--- config.mk ---
export PLATFORM = sky130hd
export DESIGN_NAME = input_reference_selector
export DESIGN_NICKNAME = d
export VERILOG_FILES = /design/src/input_reference_selector.v
export VERILOG_INCLUDE_DIRS = /design/src
export SDC_FILE = /design/constraint.sdc
export NUM_CORES = 1
export LEC_CHECK = 0
export ABC_CLOCK_PERIOD_IN_PS = 5100
export BUFFER_PORTS_ARGS = -buffer_cell sky130_fd_sc_hd__buf_4
export CAP_MARGIN = 20
export CORE_MARGIN = 5
export CORE_UTILIZATION = 52
export DETAILED_ROUTE_END_ITERATION = 10
export GPL_ROUTABILITY_DRIVEN = 0
export PLACE_DENSITY_LB_ADDON = 0.05
export REMOVE_ABC_BUFFERS = 1
export SLEW_MARGIN = 40
export SYNTH_ARGS = -nofsm -noshare
export SYNTH_HDL_FRONTEND = slang
export SYNTH_SLANG_ARGS = --single-unit
--- constraint.sdc ---
create_clock -name CLK_I -period 5.1 [get_ports CLK_I]
set_clock_uncertainty 0.1 [all_clocks]
set_input_delay 0.765 -clock CLK_I [delete_from_list [all_inputs] [get_ports CLK_I]]
set_output_delay 0.765 -clock CLK_I [all_outputs]
set_load 0.02 [all_outputs]
--- src/input_reference_selector_regs.vh ---
// Register indices, field positions, reset values and counts for the reference selector.
// Assumes byte address = 4 * index on a 32-bit AXI4-Lite bus.
`ifndef INPUT_REFERENCE_SELECTOR_REGS_VH
`define INPUT_REFERENCE_SELECTOR_REGS_VH

// Register indices
`define IDX_HOLD_CTRL 14'h0535
`define IDX_SWITCH_POLICY_CTRL 14'h0536
`define IDX_INPUT_FAULT_MASKS 14'h0537
`define IDX_INPUT_RANK_LOW 14'h0538
`define IDX_INPUT_RANK_HIGH 14'h0539
`define IDX_GLITCHLESS_SWITCH_VARIANT 14'h053A
`define IDX_PHASE_LIMIT_LOW 14'h053B
`define IDX_PHASE_LIMIT_HIGH 14'h053C
`define IDX_COARSE_MEASURE_LENGTH 14'h053D
`define IDX_COARSE_MEASURE_DELAY 14'h053E
`define IDX_HISTORY_AND_LOCK_STATE 14'h053F
`define IDX_SPARE_CONTROL 14'h0540
`define IDX_FINE_MEASURE_LENGTH 14'h0588
`define IDX_MANUAL_SELECT 14'h05F0
`define IDX_SELECTOR_STATUS 14'h05F1

// Field positions
`define POLICY_MSB 1
`define POLICY_LSB 0
`define GLITCHLESS_EN_BIT 2
`define HOLD_REQUEST_BIT 0
`define HISTORY_GOOD_BIT 1
`define WIDE_LOOP_BIT 2

// Field masks (reserved bits read zero)
`define MASK_SWITCH_POLICY 8'h07
`define MASK_HOLD_CTRL 8'h01
`define MASK_RANK 8'h77
`define MASK_VARIANT 8'h0F
`define MASK_LIMIT_HIGH 8'h03
`define MASK_COARSE 8'h1F
`define MASK_FINE 8'h0F
`define MASK_MANUAL 8'h03

// Policy encodings
`define POLICY_MANUAL 2'h0
`define POLICY_AUTO_HOLD 2'h1
`define POLICY_AUTO_REVERT 2'h2

// Reset values
`define RST_ZERO 8'h00
`define RST_VARIANT 8'h01

// AXI responses
`define RESP_OKAY 2'h0
`define RESP_SLVERR 2'h2

// Default counts in CLK_I cycles
`define HIST_CYCLES_DEF 4096
`define WIDE_CYCLES_DEF 256

`endif

--- src/input_reference_selector.v ---
// Reference input selector for one loop: policy, fault masks, ranks, history and fast lock.
// Assumes LOS_I/OOF_I come from asynchronous monitors and an AXI4-Lite master on CLK_I.
//
// Our own choice: the AXI4-Lite slave port.
`include "input_reference_selector_regs.vh"
`default_nettype none

module input_reference_selector #(
  parameter integer NUM_INPUTS = 4,
  parameter integer HIST_CYCLES = `HIST_CYCLES_DEF,
  parameter integer WIDE_CYCLES = `WIDE_CYCLES_DEF
) (
  // Clock, reset, enable
  input wire CLK_I,
  input wire SYS_RST_I,
  input wire CE_I,
  // Input fault monitors (asynchronous)
  input wire [3:0] LOS_I,
  input wire [3:0] OOF_I,
  // AXI4-Lite write address, data and response
  input wire [15:0] AWADDR_I,
  input wire AWVALID_I,
  output wire AWREADY_O,
  input wire [31:0] WDATA_I,
  input wire [3:0] WSTRB_I,
  input wire WVALID_I,
  output wire WREADY_O,
  output wire [1:0] BRESP_O,
  output wire BVALID_O,
  input wire BREADY_I,
  // AXI4-Lite read
  input wire [15:0] ARADDR_I,
  input wire ARVALID_I,
  output wire ARREADY_O,
  output wire [31:0] RDATA_O,
  output wire [1:0] RRESP_O,
  output wire RVALID_O,
  input wire RREADY_I,
  // Loop control
  output wire [1:0] SEL_INPUT_O,
  output wire TRACKING_O,
  output wire HOLDOVER_O,
  output wire FREE_RUN_O,
  output wire HISTORY_GOOD_O,
  output wire WIDE_LOOP_O,
  output wire BUILDOUT_O,
  output wire [9:0] PHASE_LIMIT_O
);

  localparam [12:0] HIST_MAX = HIST_CYCLES[12:0];
  localparam [12:0] WIDE_MAX = WIDE_CYCLES[12:0];

  //////////////////////////////////////////////////////////////////////////////
  // Registers
  reg [7:0] hold_ctrl_reg, policy_reg, masks_reg, rank_low_reg, rank_high_reg;
  reg [7:0] variant_reg, limit_low_reg, limit_high_reg, coarse_len_reg, coarse_dly_reg;
  reg [7:0] spare_reg, fine_len_reg, manual_sel_reg;

  // Bus state
  reg awready_reg, wready_reg, bvalid_reg, wstrb0_reg, arready_reg, rvalid_reg;
  reg [1:0] bresp_reg, rresp_reg;
  reg [13:0] waddr_reg;
  reg [7:0] wdata_reg;
  reg [31:0] rdata_reg;

  // Selector and loop state
  reg [3:0] los_meta_reg, los_sync_reg, oof_meta_reg, oof_sync_reg;
  reg [1:0] sel_reg;
  reg tracking_reg, holdover_reg, free_run_reg, hist_good_reg, wide_reg, buildout_reg;
  reg [12:0] hist_cnt_reg, wide_cnt_reg;
  reg [6:0] bo_cnt_reg;

  //////////////////////////////////////////////////////////////////////////////
  // Input qualification per input
  wire [3:0] valid;
  wire [3:0] cand;
  wire [11:0] rank_flat;
  wire [15:0] rank_word = {rank_high_reg, rank_low_reg};

  genvar g;
  generate
    for (g = 0; g < NUM_INPUTS; g = g + 1) begin : qual
      assign rank_flat[g*3 +: 3] = rank_word[g*4 +: 3];
      assign valid[g] = ~(los_sync_reg[g] & ~masks_reg[g]) & ~(oof_sync_reg[g] & ~masks_reg[g+4]);
      assign cand[g] = valid[g] && (rank_word[g*4 +: 3] != 3'h0) && (rank_word[g*4 +: 3] < 3'h5);
    end
  endgenerate

  //////////////////////////////////////////////////////////////////////////////
  // Best candidate
  reg [2:0] best_rank;
  reg [1:0] best_idx;
  reg found;
  integer k;

  always @* begin
    best_rank = 3'h7;
    best_idx = 2'h0;
    found = 1'b0;
    // strict less keeps lowest index on ties
    for (k = 0; k < NUM_INPUTS; k = k + 1) begin
      if (cand[k] && (rank_flat[k*3 +: 3] < best_rank)) begin
        best_rank = rank_flat[k*3 +: 3];
        best_idx = k[1:0];
        found = 1'b1;
      end
    end
  end

  wire [1:0] policy = policy_reg[`POLICY_MSB:`POLICY_LSB];
  wire auto_mode = (policy == `POLICY_AUTO_HOLD) || (policy == `POLICY_AUTO_REVERT);
  wire [1:0] manual_sel = manual_sel_reg[1:0];
  reg [1:0] sel_next;
  reg usable;

  always @* begin
    sel_next = sel_reg;
    usable = 1'b0;
    if (!auto_mode) begin
      // manual and reserved policy follow software choice
      sel_next = manual_sel;
      usable = ~los_sync_reg[manual_sel];
    end else if ((policy == `POLICY_AUTO_HOLD) && cand[sel_reg]) begin
      sel_next = sel_reg;
      usable = 1'b1;
    end else if (found) begin
      sel_next = best_idx;
      usable = 1'b1;
    end
  end

  wire track_next = usable & ~hold_ctrl_reg[`HOLD_REQUEST_BIT];
  wire switch_evt = track_next & tracking_reg & (sel_next != sel_reg);
  wire enter_evt = track_next & ~tracking_reg;
  // buildout window from measurement lengths
  // Seven bits hold the largest sum of all three lengths without wrapping
  wire [6:0] bo_len = {2'b00, coarse_len_reg[4:0]} + {2'b00, coarse_dly_reg[4:0]}
                      + {3'b000, fine_len_reg[3:0]};

  //////////////////////////////////////////////////////////////////////////////
  // Selector and loop state
  always @(posedge CLK_I) begin
    if (SYS_RST_I) begin
      los_meta_reg <= 4'h0;
      los_sync_reg <= 4'h0;
      oof_meta_reg <= 4'h0;
      oof_sync_reg <= 4'h0;
      sel_reg <= 2'h0;
      tracking_reg <= 1'b0;
      holdover_reg <= 1'b0;
      free_run_reg <= 1'b1;
      hist_cnt_reg <= 13'h0000;
      hist_good_reg <= 1'b0;
      wide_cnt_reg <= 13'h0000;
      wide_reg <= 1'b0;
      bo_cnt_reg <= 7'h00;
      buildout_reg <= 1'b0;
    end else if (CE_I) begin
      los_meta_reg <= LOS_I;
      los_sync_reg <= los_meta_reg;
      oof_meta_reg <= OOF_I;
      oof_sync_reg <= oof_meta_reg;
      sel_reg <= sel_next;
      tracking_reg <= track_next;
      // no usable reference: holdover with history, else free-run
      holdover_reg <= ~track_next & hist_good_reg;
      free_run_reg <= ~track_next & ~hist_good_reg;
      if (enter_evt || switch_evt) begin
        // fresh history on entering tracking, same reference included, or on a switch
        hist_cnt_reg <= 13'h0000;
        hist_good_reg <= 1'b0;
      end else if (tracking_reg && track_next && (hist_cnt_reg != HIST_MAX)) begin
        hist_cnt_reg <= hist_cnt_reg + 13'h0001;
        hist_good_reg <= (hist_cnt_reg + 13'h0001) == HIST_MAX;
      end
      // wide loop after leaving holdover or free-run
      if (enter_evt) begin
        wide_cnt_reg <= WIDE_MAX;
        wide_reg <= 1'b1;
      end else if (!track_next) begin
        wide_cnt_reg <= 13'h0000;
        wide_reg <= 1'b0;
      end else if (wide_cnt_reg != 13'h0000) begin
        wide_cnt_reg <= wide_cnt_reg - 13'h0001;
        wide_reg <= wide_cnt_reg != 13'h0001;
      end
      if (switch_evt && policy_reg[`GLITCHLESS_EN_BIT]) begin
        bo_cnt_reg <= bo_len;
        buildout_reg <= 1'b1;
      end else if (!track_next || (bo_cnt_reg == 7'h00)) begin
        bo_cnt_reg <= 7'h00;
        buildout_reg <= 1'b0;
      end else begin
        bo_cnt_reg <= bo_cnt_reg - 7'h01;
      end
    end
  end

  //////////////////////////////////////////////////////////////////////////////
  // AXI4-Lite write path
  always @(posedge CLK_I) begin
    if (SYS_RST_I) begin
      awready_reg <= 1'b1;
      wready_reg <= 1'b1;
      bvalid_reg <= 1'b0;
      bresp_reg <= `RESP_OKAY;
      waddr_reg <= 14'h0000;
      wdata_reg <= `RST_ZERO;
      wstrb0_reg <= 1'b0;
      hold_ctrl_reg <= `RST_ZERO;
      policy_reg <= `RST_ZERO;
      masks_reg <= `RST_ZERO;
      rank_low_reg <= `RST_ZERO;
      rank_high_reg <= `RST_ZERO;
      variant_reg <= `RST_VARIANT;
      limit_low_reg <= `RST_ZERO;
      limit_high_reg <= `RST_ZERO;
      coarse_len_reg <= `RST_ZERO;
      coarse_dly_reg <= `RST_ZERO;
      spare_reg <= `RST_ZERO;
      fine_len_reg <= `RST_ZERO;
      manual_sel_reg <= `RST_ZERO;
    end else if (CE_I) begin
      if (AWVALID_I && awready_reg) begin
        awready_reg <= 1'b0;
        waddr_reg <= AWADDR_I[15:2];
      end
      if (WVALID_I && wready_reg) begin
        wready_reg <= 1'b0;
        wdata_reg <= WDATA_I[7:0];
        wstrb0_reg <= WSTRB_I[0];
      end
      if (!awready_reg && !wready_reg && !bvalid_reg) begin
        bvalid_reg <= 1'b1;
        bresp_reg <= `RESP_OKAY;
        case (waddr_reg)
          `IDX_HOLD_CTRL: if (wstrb0_reg) hold_ctrl_reg <= wdata_reg & `MASK_HOLD_CTRL;
          `IDX_SWITCH_POLICY_CTRL: if (wstrb0_reg) policy_reg <= wdata_reg & `MASK_SWITCH_POLICY;
          `IDX_INPUT_FAULT_MASKS: if (wstrb0_reg) masks_reg <= wdata_reg;
          `IDX_INPUT_RANK_LOW: if (wstrb0_reg) rank_low_reg <= wdata_reg & `MASK_RANK;
          `IDX_INPUT_RANK_HIGH: if (wstrb0_reg) rank_high_reg <= wdata_reg & `MASK_RANK;
          // low four bits stored as written; software keeps them at defaults
          `IDX_GLITCHLESS_SWITCH_VARIANT: if (wstrb0_reg) variant_reg <= wdata_reg & `MASK_VARIANT;
          `IDX_PHASE_LIMIT_LOW: if (wstrb0_reg) limit_low_reg <= wdata_reg;
          `IDX_PHASE_LIMIT_HIGH: if (wstrb0_reg) limit_high_reg <= wdata_reg & `MASK_LIMIT_HIGH;
          `IDX_COARSE_MEASURE_LENGTH: if (wstrb0_reg) coarse_len_reg <= wdata_reg & `MASK_COARSE;
          `IDX_COARSE_MEASURE_DELAY: if (wstrb0_reg) coarse_dly_reg <= wdata_reg & `MASK_COARSE;
          `IDX_HISTORY_AND_LOCK_STATE: bresp_reg <= `RESP_OKAY;
          `IDX_SPARE_CONTROL: if (wstrb0_reg) spare_reg <= wdata_reg;
          `IDX_FINE_MEASURE_LENGTH: if (wstrb0_reg) fine_len_reg <= wdata_reg & `MASK_FINE;
          `IDX_MANUAL_SELECT: if (wstrb0_reg) manual_sel_reg <= wdata_reg & `MASK_MANUAL;
          `IDX_SELECTOR_STATUS: bresp_reg <= `RESP_OKAY;
          default: bresp_reg <= `RESP_SLVERR;
        endcase
      end
      // Readies come back only after the response, so one write is in flight
      if (bvalid_reg && BREADY_I) begin
        bvalid_reg <= 1'b0;
        awready_reg <= 1'b1;
        wready_reg <= 1'b1;
      end
    end
  end

  //////////////////////////////////////////////////////////////////////////////
  // AXI4-Lite read path
  reg [7:0] rd_byte;
  reg rd_hit;

  always @* begin
    rd_byte = 8'h00;
    rd_hit = 1'b1;
    case (ARADDR_I[15:2])
      `IDX_HOLD_CTRL: rd_byte = hold_ctrl_reg;
      `IDX_SWITCH_POLICY_CTRL: rd_byte = policy_reg;
      `IDX_INPUT_FAULT_MASKS: rd_byte = masks_reg;
      `IDX_INPUT_RANK_LOW: rd_byte = rank_low_reg;
      `IDX_INPUT_RANK_HIGH: rd_byte = rank_high_reg;
      `IDX_GLITCHLESS_SWITCH_VARIANT: rd_byte = variant_reg;
      `IDX_PHASE_LIMIT_LOW: rd_byte = limit_low_reg;
      `IDX_PHASE_LIMIT_HIGH: rd_byte = limit_high_reg;
      `IDX_COARSE_MEASURE_LENGTH: rd_byte = coarse_len_reg;
      `IDX_COARSE_MEASURE_DELAY: rd_byte = coarse_dly_reg;
      `IDX_HISTORY_AND_LOCK_STATE: rd_byte = {5'h00, wide_reg, hist_good_reg, 1'b0};
      `IDX_SPARE_CONTROL: rd_byte = spare_reg;
      `IDX_FINE_MEASURE_LENGTH: rd_byte = fine_len_reg;
      `IDX_MANUAL_SELECT: rd_byte = manual_sel_reg;
      `IDX_SELECTOR_STATUS: rd_byte = {1'b0, buildout_reg, free_run_reg, holdover_reg,
                                       tracking_reg, found, sel_reg};
      default: rd_hit = 1'b0;
    endcase
  end

  always @(posedge CLK_I) begin
    if (SYS_RST_I) begin
      arready_reg <= 1'b1;
      rvalid_reg <= 1'b0;
      rresp_reg <= `RESP_OKAY;
      rdata_reg <= 32'h00000000;
    end else if (CE_I) begin
      if (ARVALID_I && arready_reg) begin
        arready_reg <= 1'b0;
        rvalid_reg <= 1'b1;
        rdata_reg <= {24'h000000, rd_byte};
        rresp_reg <= rd_hit ? `RESP_OKAY : `RESP_SLVERR;
      end else if (rvalid_reg && RREADY_I) begin
        rvalid_reg <= 1'b0;
        arready_reg <= 1'b1;
      end
    end
  end

  //////////////////////////////////////////////////////////////////////////////
  // Outputs
  assign AWREADY_O = awready_reg;
  assign WREADY_O = wready_reg;
  assign BVALID_O = bvalid_reg;
  assign BRESP_O = bresp_reg;
  assign ARREADY_O = arready_reg;
  assign RVALID_O = rvalid_reg;
  assign RRESP_O = rresp_reg;
  assign RDATA_O = rdata_reg;
  assign SEL_INPUT_O = sel_reg;
  assign TRACKING_O = tracking_reg;
  assign HOLDOVER_O = holdover_reg;
  assign FREE_RUN_O = free_run_reg;
  assign HISTORY_GOOD_O = hist_good_reg;
  assign WIDE_LOOP_O = wide_reg;
  assign BUILDOUT_O = buildout_reg;
  // limit handed to the phase comparator
  assign PHASE_LIMIT_O = {limit_high_reg[1:0], limit_low_reg};

endmodule // input_reference_selector

`default_nettype wire

==> flow_metrics.env, run 1 <==
export IMPL_tightest_slew_ps=885
export IMPL_synth_area_um2=8680
export IMPL_via_count=7897
export IMPL_synth_top_area_share_pct=36.2
export IMPL_slew_violations=0
export IMPL_h_tree_depth=4
export IMPL_grt_overflow_total=0
export IMPL_dr_pass1_iters=8
export IMPL_die_area_um2=19400
export IMPL_relSlewSlack_pct=40.8
export IMPL_cp_arrival_ps=5120
export IMPL_setup_violations_final=0
export IMPL_cts_sinks=157
export IMPL_post_drt_wl_per_cell_um=17.8
export IMPL_final_area_um2=10300
export IMPL_largest_reg_flops=14
export IMPL_whs_path_depth=2
export IMPL_portBuffers=85
export IMPL_clock_fmax_mhz=205
export IMPL_dp_slack_ps=-53.5
export IMPL_vdd_drop_max_uv=246
export IMPL_maxCapViolations=0
export IMPL_rows=47
export IMPL_p_per_area_nw_per_um2=280
export IMPL_dp_hpwl_um=17300
export IMPL_fin_crit_ps=4880
export IMPL_detail_route_antenna_nets=0
export IMPL_reg2reg_to="bo_cnt_reg[1]$_SDFFE_PP0P_"
export IMPL_rrSetupSlack_ps=220
export IMPL_initial_core_util_pct=52.7
export IMPL_reg2reg_from="masks_reg[4]$_SDFFE_PP0P_"
export IMPL_grt_pass1_vias=7318
export IMPL_ys_seq_area_share_pct=36.2
export IMPL_synthFlopType="dfxtp_1"
export IMPL_die_x_um=139
export IMPL_io_pin_count=143
export IMPL_drt_initial_drc_count=562
export IMPL_syn2layout_area_growth_pct=19.1
export IMPL_status="complete, no violations"
export IMPL_clockBufferDepth=2
export IMPL_yosys_area_top_type="dfxtp_1"
export IMPL_place_area_um2=9680
export IMPL_grt_pass1_wl_um=38700
export IMPL_synthArstFlopShare_pct=0
export IMPL_holdCritPathClass="register to register"
export IMPL_antenna_found_initial=0
export IMPL_critPathLaunchType="register"
export IMPL_layout_nets=1234
export IMPL_drc=0
export IMPL_ys_warn_count=0
export IMPL_antenna_cells=0
export IMPL_fin_crit_sh_pct=95.7
export IMPL_synth_seq_cells=157
export IMPL_synth_cells=1033
export IMPL_grt_util_all_layers_pct=24.4
export IMPL_cts_buffers=17
export IMPL_die_h_um=139
export IMPL_r2r_cells=21
export IMPL_clk_latency_ps=440
export IMPL_wl_um=24200
export IMPL_cts_tree="built"
export IMPL_hold_path_end="wide_cnt_reg[12]$_SDFFE_PP0P_"
export IMPL_synth_edf_count=0
export IMPL_min_from="wide_cnt_reg[12]$_SDFFE_PP0P_"
export IMPL_crit_type="register to register"
export IMPL_clk_pin_slew_ps=70
export IMPL_root_buffer="clkbuf_16"
export IMPL_endpoint_kind="register"
export IMPL_p_leak_nw=4.00
export IMPL_grt_max_degree=72
export IMPL_crit_path_max_fanout=11
export IMPL_required_ps=5340
export IMPL_avgViaCountPerCell=5.80
export IMPL_core_area_um2=16500
export IMPL_drive_gt1_share_pct=18.6
export IMPL_hold_violations=0
export IMPL_synthDistinctLibCells=83
export IMPL_rsz0062_at_grt="false"
export IMPL_syn_area_per_cell_um2=8.41
export IMPL_fin_ws_ps=220
export IMPL_ys_top_cells_by_area="dfxtp_1 36%, mux2i_1 9.1%, nor2_1 6.2%, nand2_1 4.1%, a21oi_1 3.3%"
-- per-stage QoR --
stage | instances | hold WS, ps | power [W] | TNS (ps) | util, %
global placement | 1328 | 328 | 0.00164 | 0 | 58.6
detailed placement | 1328 | 330 | 0.00165 | -404 | 58.8
finish | 1361 | 342 | 0.00290 | 0 | 62.8
global route | 1361 | 358 | 0.00301 | 0 | 62.8
floorplan | 969 | 319 | 0.00151 | -4610 | -
CTS | 1360 | 340 | 0.00291 | 0 | 62.4
-- per-layer routing --
metal	part of all wire, %	wire, um	global-route usage [%]	vias up
li1	-	-	-	3878
met1	47	11300	34.3	3707
met2	45	11000	37.8	276
met3	5.6	1350	4.73	36
met4	2.2	539	7.98	0
met5	0	0	0	-
-- worst max-delay path, cell delays in order (launching register included) --
cell	delay [ps]
dfxtp_1	310
nand2b_1	240
a41o_1	290
a211oi_2	220
a21oi_2	100
or3_1	350
o21ai_1	120
ha_1	270
o21ai_1	190
nand2_1	100
o21ai_2	100
a21oi_1	100
ha_1	220
a2111oi_4	390
nand4b_1	160
a221oi_2	330
a221oi_4	80
mux2i_2	270
nand3_2	100
buf_4	190
a311o_1	320
a311oi_1	250
-- synthesized netlist by cell type (16+ instances only) --
library cell,n
nand4_1,16
o21ai_0,29
o211ai_1,16
a21oi_1,57
nand3_1,25
a22oi_1,17
nor2_1,144
ha_1,17
nand2_1,94
buf_4,27
clkbuf_1,43
dfxtp_1,157
inv_1,41
nor3_1,23
mux2i_1,79
-- report_power, final --
group | total [W] | internal (W) | switching (W)
sequential | 0.00131 | 0.00126 | 0.0000453
combinational | 0.000317 | 0.000131 | 0.000186
clock | 0.00127 | 0.000660 | 0.000613
total | 0.00290 | 0.00205 | 0.000844
-- worst max path at each step --
stage,start,end,slack (ps),cells after the start
6_report,masks_reg[4]$_SDFFE_PP0P_,bo_cnt_reg[1]$_SDFFE_PP0P_,220,21
4_1_cts,masks_reg[4]$_SDFFE_PP0P_,bo_cnt_reg[1]$_SDFFE_PP0P_,50,21
3_5_place_dp,rank_low_reg[5]$_SDFFE_PP0P_,bo_cnt_reg[1]$_SDFFE_PP0P_,-50,21
2_1_floorplan,rank_low_reg[5]$_SDFFE_PP0P_,HISTORY_GOOD_O$_SDFFE_PP0P_,-310,19
3_3_place_gp,rank_low_reg[5]$_SDFFE_PP0P_,bo_cnt_reg[6]$_SDFFE_PP0P_,20,21
5_1_grt,rank_low_reg[4]$_SDFFE_PP0P_,bo_cnt_reg[1]$_SDFFE_PP0P_,5,21
-- what timing repair did --
| item | CTS | global route |
|---|---|---|
| pin swaps | 1 | 6 |
| endpoints found under the hold margin | 0 | 0 |
| setup buffers | 0 | 1 |
| endpoints found under the setup margin | 18 | 37 |
| gates resized for setup | 4 | 14 |
| hold buffers | 0 | 0 |
-- cells in the final DEF (no fill, tap or decap), types with 9 or more instances in the layout --
master and instances:
a31oi_1 9, clkbuf_16 17, buf_4 139, inv_1 41, nor2b_1 9, mux2i_1 78, and3_1 9, o21ai_0 25
and2_1 9, dfxtp_1 156, ha_1 17, nor3_1 20, a21oi_1 54, conb_1 26, o2111ai_1 12, nand4_1 16
xnor2_1 11, or3_1 13, nand3_1 25, o211ai_1 16, nand2_1 94, a22oi_1 17, nor2_1 144
-- area by class of cell --
type / instances / area [um2]
clock buffers: 17 / 425
clock inverters: 15 / 166
fillers: 1511 / 6120
inverters: 41 / 154
multi-input cells: 771 / 5110
flip-flops and latches: 157 / 3140
well taps: 220 / 275
repair buffers: 140 / 1060
-- cell families after synthesis --
family          share of synthesized area [%]
fa+ha+maj                                3.60
other cells                            0.0432
xor+xnor                                 1.92
buf+inv                                  7.02
flops                                    36.2
compound gates                           20.1
simple gates                             21.7
mux                                      9.37
Power figures use the tool's default switching activity.
==> inputs of run 2 (changes only) <==
--- a/config.mk
+++ b/config.mk
@@ -13,7 +13,7 @@
 export CORE_UTILIZATION = 52
 export DETAILED_ROUTE_END_ITERATION = 10
 export GPL_ROUTABILITY_DRIVEN = 0
-export PLACE_DENSITY_LB_ADDON = 0.05
+export PLACE_DENSITY = 0.83
 export REMOVE_ABC_BUFFERS = 1
 export SLEW_MARGIN = 40
 export SYNTH_ARGS = -nofsm -noshare
==> run 2 against run 1 <==
Maximum frequency fell by 2.0%. Highest routed layer unchanged. Largest power group unchanged. Critical endpoint is now bo_cnt_reg[0]$_SDFFE_PP0P_. Clock power barely moved. Global-route usage rose by 0.50 points. Via count rose by 6.4%. Non-clock buffer count rose by 1. Clock-buffer cell count rose by 1. First-iteration DRC count rose by 77%. Cell count rose by 0.15%. Largest cell class unchanged. Critical path depth rose by 2. Critical path type unchanged. Worst hold slack improved by 4.6 ps.
==> flow_metrics.env, run 2 (synthesis gave the netlist of run 1 again) <==
export IMPL_use_met2_pct=39.8
export IMPL_avgViaCountPerCell=6.17
export IMPL_p_leak_nw=4.02
export IMPL_hold_violations=0
export IMPL_power_w=0.00292
export IMPL_whs_path_depth=2
export IMPL_drive_gt1_share_pct=19.5
export IMPL_detail_route_antenna_nets=0
export IMPL_grtUsageMet1_pct=32.4
export IMPL_required_ps=5340
export IMPL_reg2reg_from="rank_low_reg[5]$_SDFFE_PP0P_"
export IMPL_grt_util_all_layers_pct=24.9
export IMPL_dp_slack_ps=-126
export IMPL_max_stage_delay_ps=410
export IMPL_fin_ws_ps=118
export IMPL_grtUsageMet3_pct=5.90
export IMPL_h_tree_depth=4
export IMPL_hold_ws_ps=347
export IMPL_utilization_pct=63.5
export IMPL_r2r_cells=23
export IMPL_reg2reg_to="bo_cnt_reg[0]$_SDFFE_PP0P_"
export IMPL_rrSetupSlack_ps=120
export IMPL_clk_pin_slew_ps=70
export IMPL_largest_reg_flops=14
export IMPL_p_per_area_nw_per_um2=280
export IMPL_mostFrequentLayoutCell="dfxtp_1"
export IMPL_vdd_drop_max_uv=259
export IMPL_die_h_um=139
export IMPL_initial_core_util_pct=52.7
export IMPL_io_pin_count=143
export IMPL_tightest_slew_ps=894
export IMPL_syn2layout_area_growth_pct=20.3
export IMPL_cts_buffers=17
export IMPL_fin_tns_setup_ps=0
export IMPL_fin_crit_ps=4980
export IMPL_maxCapViolations=0
export IMPL_crit_chain="and2_1, a41o_1, a211oi_2, a21oi_2, or3_4, o21ai_4, ha_4, o21ai_4, nand2_2, o21ai_2, buf_6, nor2_1, a21oi_1, ha_2, a2111oi_4, buf_4, a21boi_0, a221oi_4, mux2i_4, buf_4, nand3_4, a311o_1, a311oi_2"
export IMPL_clockBufferDepth=2
export IMPL_slew_violations=0
export IMPL_cp_arrival_ps=5220
export IMPL_grt_pass1_wl_um=39700
export IMPL_antenna_cells=0
export IMPL_root_buffer="clkbuf_16"
export IMPL_cts_tree="built"
export IMPL_clock_fmax_mhz=201
export IMPL_grt_pass1_vias=7859
export IMPL_postCtsHoldBufs=0
export IMPL_drc=0
export IMPL_portBuffers=85
export IMPL_status="complete, no violations"
export IMPL_layout_nets=1236
export IMPL_wl_um=25500
export IMPL_cts_sinks=157
export IMPL_core_area_um2=16500
export IMPL_crit_path_max_fanout=8
export IMPL_drt_initial_drc_count=994
export IMPL_endpoint_kind="register"
export IMPL_post_drt_wl_per_cell_um=18.7
export IMPL_grt_max_degree=77
export IMPL_crit_type="register to register"
export IMPL_min_from="wide_cnt_reg[12]$_SDFFE_PP0P_"
export IMPL_die_area_um2=19400
export IMPL_dr_pass1_iters=5
export IMPL_holdCritPathClass="register to register"
export IMPL_clk_latency_ps=430
export IMPL_setup_violations_final=0
export IMPL_rows=47
export IMPL_antenna_found_initial=0
export IMPL_via_count=8404
export IMPL_fin_crit_sh_pct=97.7
export IMPL_critPathSlowestCell="a221oi_4"
export IMPL_relSlewSlack_pct=40.0
export IMPL_num_fill_cells=1361
export IMPL_grt_overflow_total=0
export IMPL_dp_hpwl_um=17200
export IMPL_die_x_um=139
export IMPL_critPathLaunchType="register"
export IMPL_hold_path_end="wide_cnt_reg[12]$_SDFFE_PP0P_"
export IMPL_busiest_layer="met2"
export IMPL_final_cell_mix="153 x dfxtp_1, 144 x nor2_1, 135 x buf_4, 93 x nand2_1, 78 x mux2i_1"
[run 2: changes by cell type in the layout (fill, tap and decap cells not counted), sizes merged]
cell,delta
clkinvlp,-1
clkinv,+3
buf,+1
bufinv,+2
clkbuf,+1
inv,-5
nand3,+1
[run 2: report_power, final]
group	total, W	internal [W]	switching, W
sequential	0.00131	0.00126	0.0000478
clock	0.00128	0.000731	0.000553
combinational	0.000326	0.000134	0.000192
total	0.00292	0.00213	0.000792
[run 2: per-stage QoR]
stage               cells  instance area, um2
floorplan             969                8320
global route         1363               10400
CTS                  1354               10300
global placement     1319                9590
detailed placement   1319                9610
finish               1363               10400
[run 2: repair_timing]
item                                    in CTS  in global routing
gates resized for setup                     10                 29
cloned                                       1                  2
buffers inserted                             2                  7
pin swaps                                    1                 12
endpoints found under the setup margin      24                 37
[run 2: worst max path at each step]
stage | start | to
after CTS | rank_low_reg[4]$_SDFFE_PP0P_ | hist_cnt_reg[8]$_SDFFE_PP0P_
after floorplan | rank_low_reg[5]$_SDFFE_PP0P_ | HISTORY_GOOD_O$_SDFFE_PP0P_
final | rank_low_reg[5]$_SDFFE_PP0P_ | bo_cnt_reg[0]$_SDFFE_PP0P_
after detailed placement | rank_low_reg[4]$_SDFFE_PP0P_ | bo_cnt_reg[0]$_SDFFE_PP0P_
after global placement | rank_low_reg[4]$_SDFFE_PP0P_ | bo_cnt_reg[1]$_SDFFE_PP0P_
after global routing | rank_low_reg[5]$_SDFFE_PP0P_ | hist_cnt_reg[9]$_SDFFE_PP0P_
[run 2: worst max-delay path: cells and delay by family (launching register included)]
kind | cells | cell delay [ps]
AO/OA/AOI/OAI | 12 | 2410
adder cells (fa/ha/maj) | 2 | 460
buffers and inverters | 3 | 470
flip-flops | 1 | 370
multiplexers | 1 | 330
AND/OR/NAND/NOR | 5 | 760
[run 2: area by class of cell]
type / instances / area, um2 / area share (%)
clock inverter: 14 / 159 / 1.52
clock buffer: 18 / 429 / 4.11
tap: 220 / 275 / 2.63
timing repair buffer: 141 / 1080 / 10.3
sequential: 157 / 3150 / 30.2
inverter: 41 / 154 / 1.47
multi-input combinational: 772 / 5200 / 49.8
[run 2: per-layer routing]
metal | part of all wire [%] | routed length, um | vias up
met5 | 0 | 0 | -
met4 | 3.4 | 856 | 0
met3 | 9.9 | 2520 | 87
met2 | 46 | 11700 | 472
met1 | 41 | 10400 | 3961
li1 | - | - | 3884
==> inputs of run 3 (changes only) <==
--- a/config.mk
+++ b/config.mk
@@ -6,14 +6,15 @@
 export SDC_FILE = /design/constraint.sdc
 export NUM_CORES = 1
 export LEC_CHECK = 0
+export ABC_AREA = 1
 export ABC_CLOCK_PERIOD_IN_PS = 5100
 export BUFFER_PORTS_ARGS = -buffer_cell sky130_fd_sc_hd__buf_4
 export CAP_MARGIN = 20
 export CORE_MARGIN = 5
-export CORE_UTILIZATION = 52
+export CORE_UTILIZATION = 51
 export DETAILED_ROUTE_END_ITERATION = 10
 export GPL_ROUTABILITY_DRIVEN = 0
-export PLACE_DENSITY = 0.83
+export PLACE_DENSITY = 0.82
 export REMOVE_ABC_BUFFERS = 1
 export SLEW_MARGIN = 40
 export SYNTH_ARGS = -nofsm -noshare
==> run 3 against run 2 <==
Power fell by 1.5%. Clock-buffer cell count rose by 8. Combinational power rose by 15%. Worst setup slack improved by 520 ps. Critical path type unchanged. Largest power group unchanged. Cell count rose by 8.4%. Cell area fell by 7.7%.
==> flow_metrics.env, run 3 <==
export IMPL_status="complete, no violations"
export IMPL_holdCritPathClass="register to register"
export IMPL_antenna_found_initial=0
export IMPL_synth_commonest_cells="173 x inv_1, 157 x dfxtp_1, 143 x nor2_1"
export IMPL_root_buffer="clkbuf_16"
export IMPL_comb_power_share_pct=13.0
export IMPL_via_count=8056
export IMPL_cts_tree="built"
export IMPL_antenna_cells=0
export IMPL_setup_violations_final=0
export IMPL_synth_edf_count=0
export IMPL_critPathSlowestCell="a211oi_1"
export IMPL_p_int_w=0.00209
export IMPL_critPathLaunchType="register"
export IMPL_synthSimpleGateAreaFrac_pct=23.6
export IMPL_power_switching_w=0.000789
export IMPL_core_area_um2=16400
export IMPL_die_area_um2=19300
export IMPL_endpoint_kind="register"
export IMPL_maxCapViolations=0
export IMPL_slew_violations=0
export IMPL_p_per_area_nw_per_um2=298
export IMPL_ys_seq_area_share_pct=37.2
export IMPL_ys_top_cells_by_area="dfxtp_1 37%, inv_1 7.7%, o21ai_0 6.6%, nor2_1 6.3%, a21oi_1 6.3%"
export IMPL_synth_top_family_by_area="simple AND/OR/NAND/NOR gates"
export IMPL_cts_buffers=17
export IMPL_clk_latency_ps=430
export IMPL_portBuffers=85
export IMPL_mostFrequentLayoutCell="inv_1"
export IMPL_yosysMostFrequentCell="inv_1"
export IMPL_synth_cells=1180
export IMPL_syn_area_per_cell_um2=7.16
export IMPL_placed_cells=1446
export IMPL_h_tree_depth=4
export IMPL_drt_initial_drc_count=622
export IMPL_critPathMostFrequentCell="nand2_2"
export IMPL_crit_type="register to register"
export IMPL_syn2layout_area_growth_pct=14.0
export IMPL_grt_util_all_layers_pct=22.6
export IMPL_layout_nets=1351
export IMPL_grt_pass1_vias=7531
export IMPL_io_pin_count=143
export IMPL_yosys_area_top_type="dfxtp_1"
export IMPL_fin_tns_setup_ps=0
export IMPL_die_h_um=139
export IMPL_fin_crit_sh_pct=87.4
export IMPL_vdd_drop_max_uv=296
export IMPL_postCtsHoldBufs=0
export IMPL_synth_compound_area_share_pct=20.7
export IMPL_synthAdderAreaFrac_pct=3.70
export IMPL_p_leak_nw=3.99
export IMPL_fin_crit_ps=4460
export IMPL_dp_hpwl_um=15800
export IMPL_synthFlopType="dfxtp_1"
export IMPL_grt_overflow_total=0
export IMPL_synthArstFlopShare_pct=0
export IMPL_rsz0062_at_grt="false"
export IMPL_dr_pass1_iters=7
export IMPL_wl_um=22100
export IMPL_crit_path_max_fanout=16
export IMPL_instances_no_fill=1478
export IMPL_drc=0
export IMPL_final_area_um2=9640
export IMPL_die_x_um=139
export IMPL_switching_share_pct=27.4
export IMPL_post_drt_wl_per_cell_um=15.0
export IMPL_rows=47
export IMPL_clk_pin_slew_ps=60
export IMPL_cp_arrival_ps=4720
export IMPL_relSlewSlack_pct=45.6
export IMPL_largest_reg_flops=14
export IMPL_power_frac_seq_pct=46.5
export IMPL_power_frac_clock_pct=40.5
export IMPL_clockBufferDepth=2
export IMPL_place_area_um2=9100
export IMPL_grt_pass1_wl_um=36200
export IMPL_cts_setup_buffers=0
export IMPL_max_stage_delay_ps=350
export IMPL_initial_core_util_pct=51.5
export IMPL_synth_area_um2=8450
export IMPL_hold_violations=0
export IMPL_avgViaCountPerCell=5.45
export IMPL_detail_route_antenna_nets=0
export IMPL_final_cell_mix="172 x inv_1, 157 x dfxtp_1, 143 x nor2_1, 112 x nand2_1, 112 x o21ai_0"
export IMPL_power_w=0.00288
export IMPL_cts_sinks=157
export IMPL_synthDistinctLibCells=51
export IMPL_utilization_pct=58.8
export IMPL_synthXorXnorAreaFrac_pct=2.06
export IMPL_muxShareOfSynthArea_pct=0
export IMPL_required_ps=5360
export IMPL_synth_seq_cells=157
export IMPL_drive_gt1_share_pct=14.2
export IMPL_grt_max_degree=70
export IMPL_cts_resized=0
export IMPL_clock_fmax_mhz=224
export IMPL_synth_top_area_share_pct=37.2
export IMPL_tightest_slew_ps=815
export IMPL_ys_warn_count=0
run 3: changes by cell type in the layout (fill, tap and decap cells not counted), moves of 28 or more:
cell / before / now
a21oi_1: 55 / 107
inv_1: 41 / 172
o21ai_0: 26 / 112
mux2i_1: 78 / 0
a211oi_1: 1 / 29
buf_4: 135 / 89
run 3: metrics by stage:
| stage | hold WS (ps) | setup WS, ps |
|---|---|---|
| global route | 362 | 149 |
| global placement | 335 | 787 |
| CTS | 347 | 666 |
| detailed placement | 338 | 707 |
| floorplan | 325 | 1160 |
| finish | 345 | 642 |
run 3: layout make-up:
type / instances / area, um2
Fill cell: 1505 / 6770
Inverter: 183 / 689
Tap cell: 220 / 275
Multi-Input combinational cell: 797 / 4330
Clock buffer: 26 / 499
Clock inverter: 6 / 35.0
Sequential cell: 157 / 3140
Timing Repair Buffer: 89 / 668
run 3: worst paths after layout:
| kind | startpoint | end | slack (ps) | cells past startpoint |
|---|---|---|---|---|
| max | masks_reg[0]$_SDFFE_PP0P_ | wide_cnt_reg[10]$_SDFFE_PP0P_ | 640 | 30 |
| min | waddr_reg[11]$_SDFFE_PP0P_ | waddr_reg[11]$_SDFFE_PP0P_ | 350 | 2 |
| max reg2reg | masks_reg[0]$_SDFFE_PP0P_ | wide_cnt_reg[10]$_SDFFE_PP0P_ | 640 | 30 |
| min reg2reg | waddr_reg[11]$_SDFFE_PP0P_ | waddr_reg[11]$_SDFFE_PP0P_ | 350 | 2 |
run 3: cells by family (layout without fill, tap and decap cells):
logic type,Yosys count,after routing
AND/OR/NAND/NOR,423,423
flip-flops,157,157
other,1,26
buffers and inverters,251,304
XOR/XNOR,19,19
adder cells (fa/ha/maj),22,22
AO/OA/AOI/OAI,307,307
run 3: power by group through the flow:
| stage | clock [W] | combinational [W] | sequential (W) |
|---|---|---|---|
| finish | 0.00117 | 0.000374 | 0.00134 |
| CTS | 0.00118 | 0.000372 | 0.00134 |
| floorplan | 0 | 0.000254 | 0.00135 |
| detailed placement | 0 | 0.000368 | 0.00136 |
| global placement | 0 | 0.000359 | 0.00136 |
| global route | 0.00123 | 0.000427 | 0.00134 |
run 3: critical path: cells and delay by family, from the launching register on:
kind | cells | cell delay [ps]
AO/OA/AOI/OAI | 7 | 1200
adder cells (fa/ha/maj) | 2 | 620
flip-flops | 1 | 330
buffers and inverters | 5 | 390
AND/OR/NAND/NOR | 16 | 1730
run 3: metal layers:
layer / up-vias / track usage, % / wire, um / share of wire, %
met5: - / 0 / 0 / 0
met4: 0 / 9.11 / 556 / 2.5
met3: 54 / 4.66 / 1690 / 7.6
met2: 334 / 37.9 / 10500 / 47
met1: 3649 / 28.7 / 9410 / 43
li1: 4019 / - / - / -
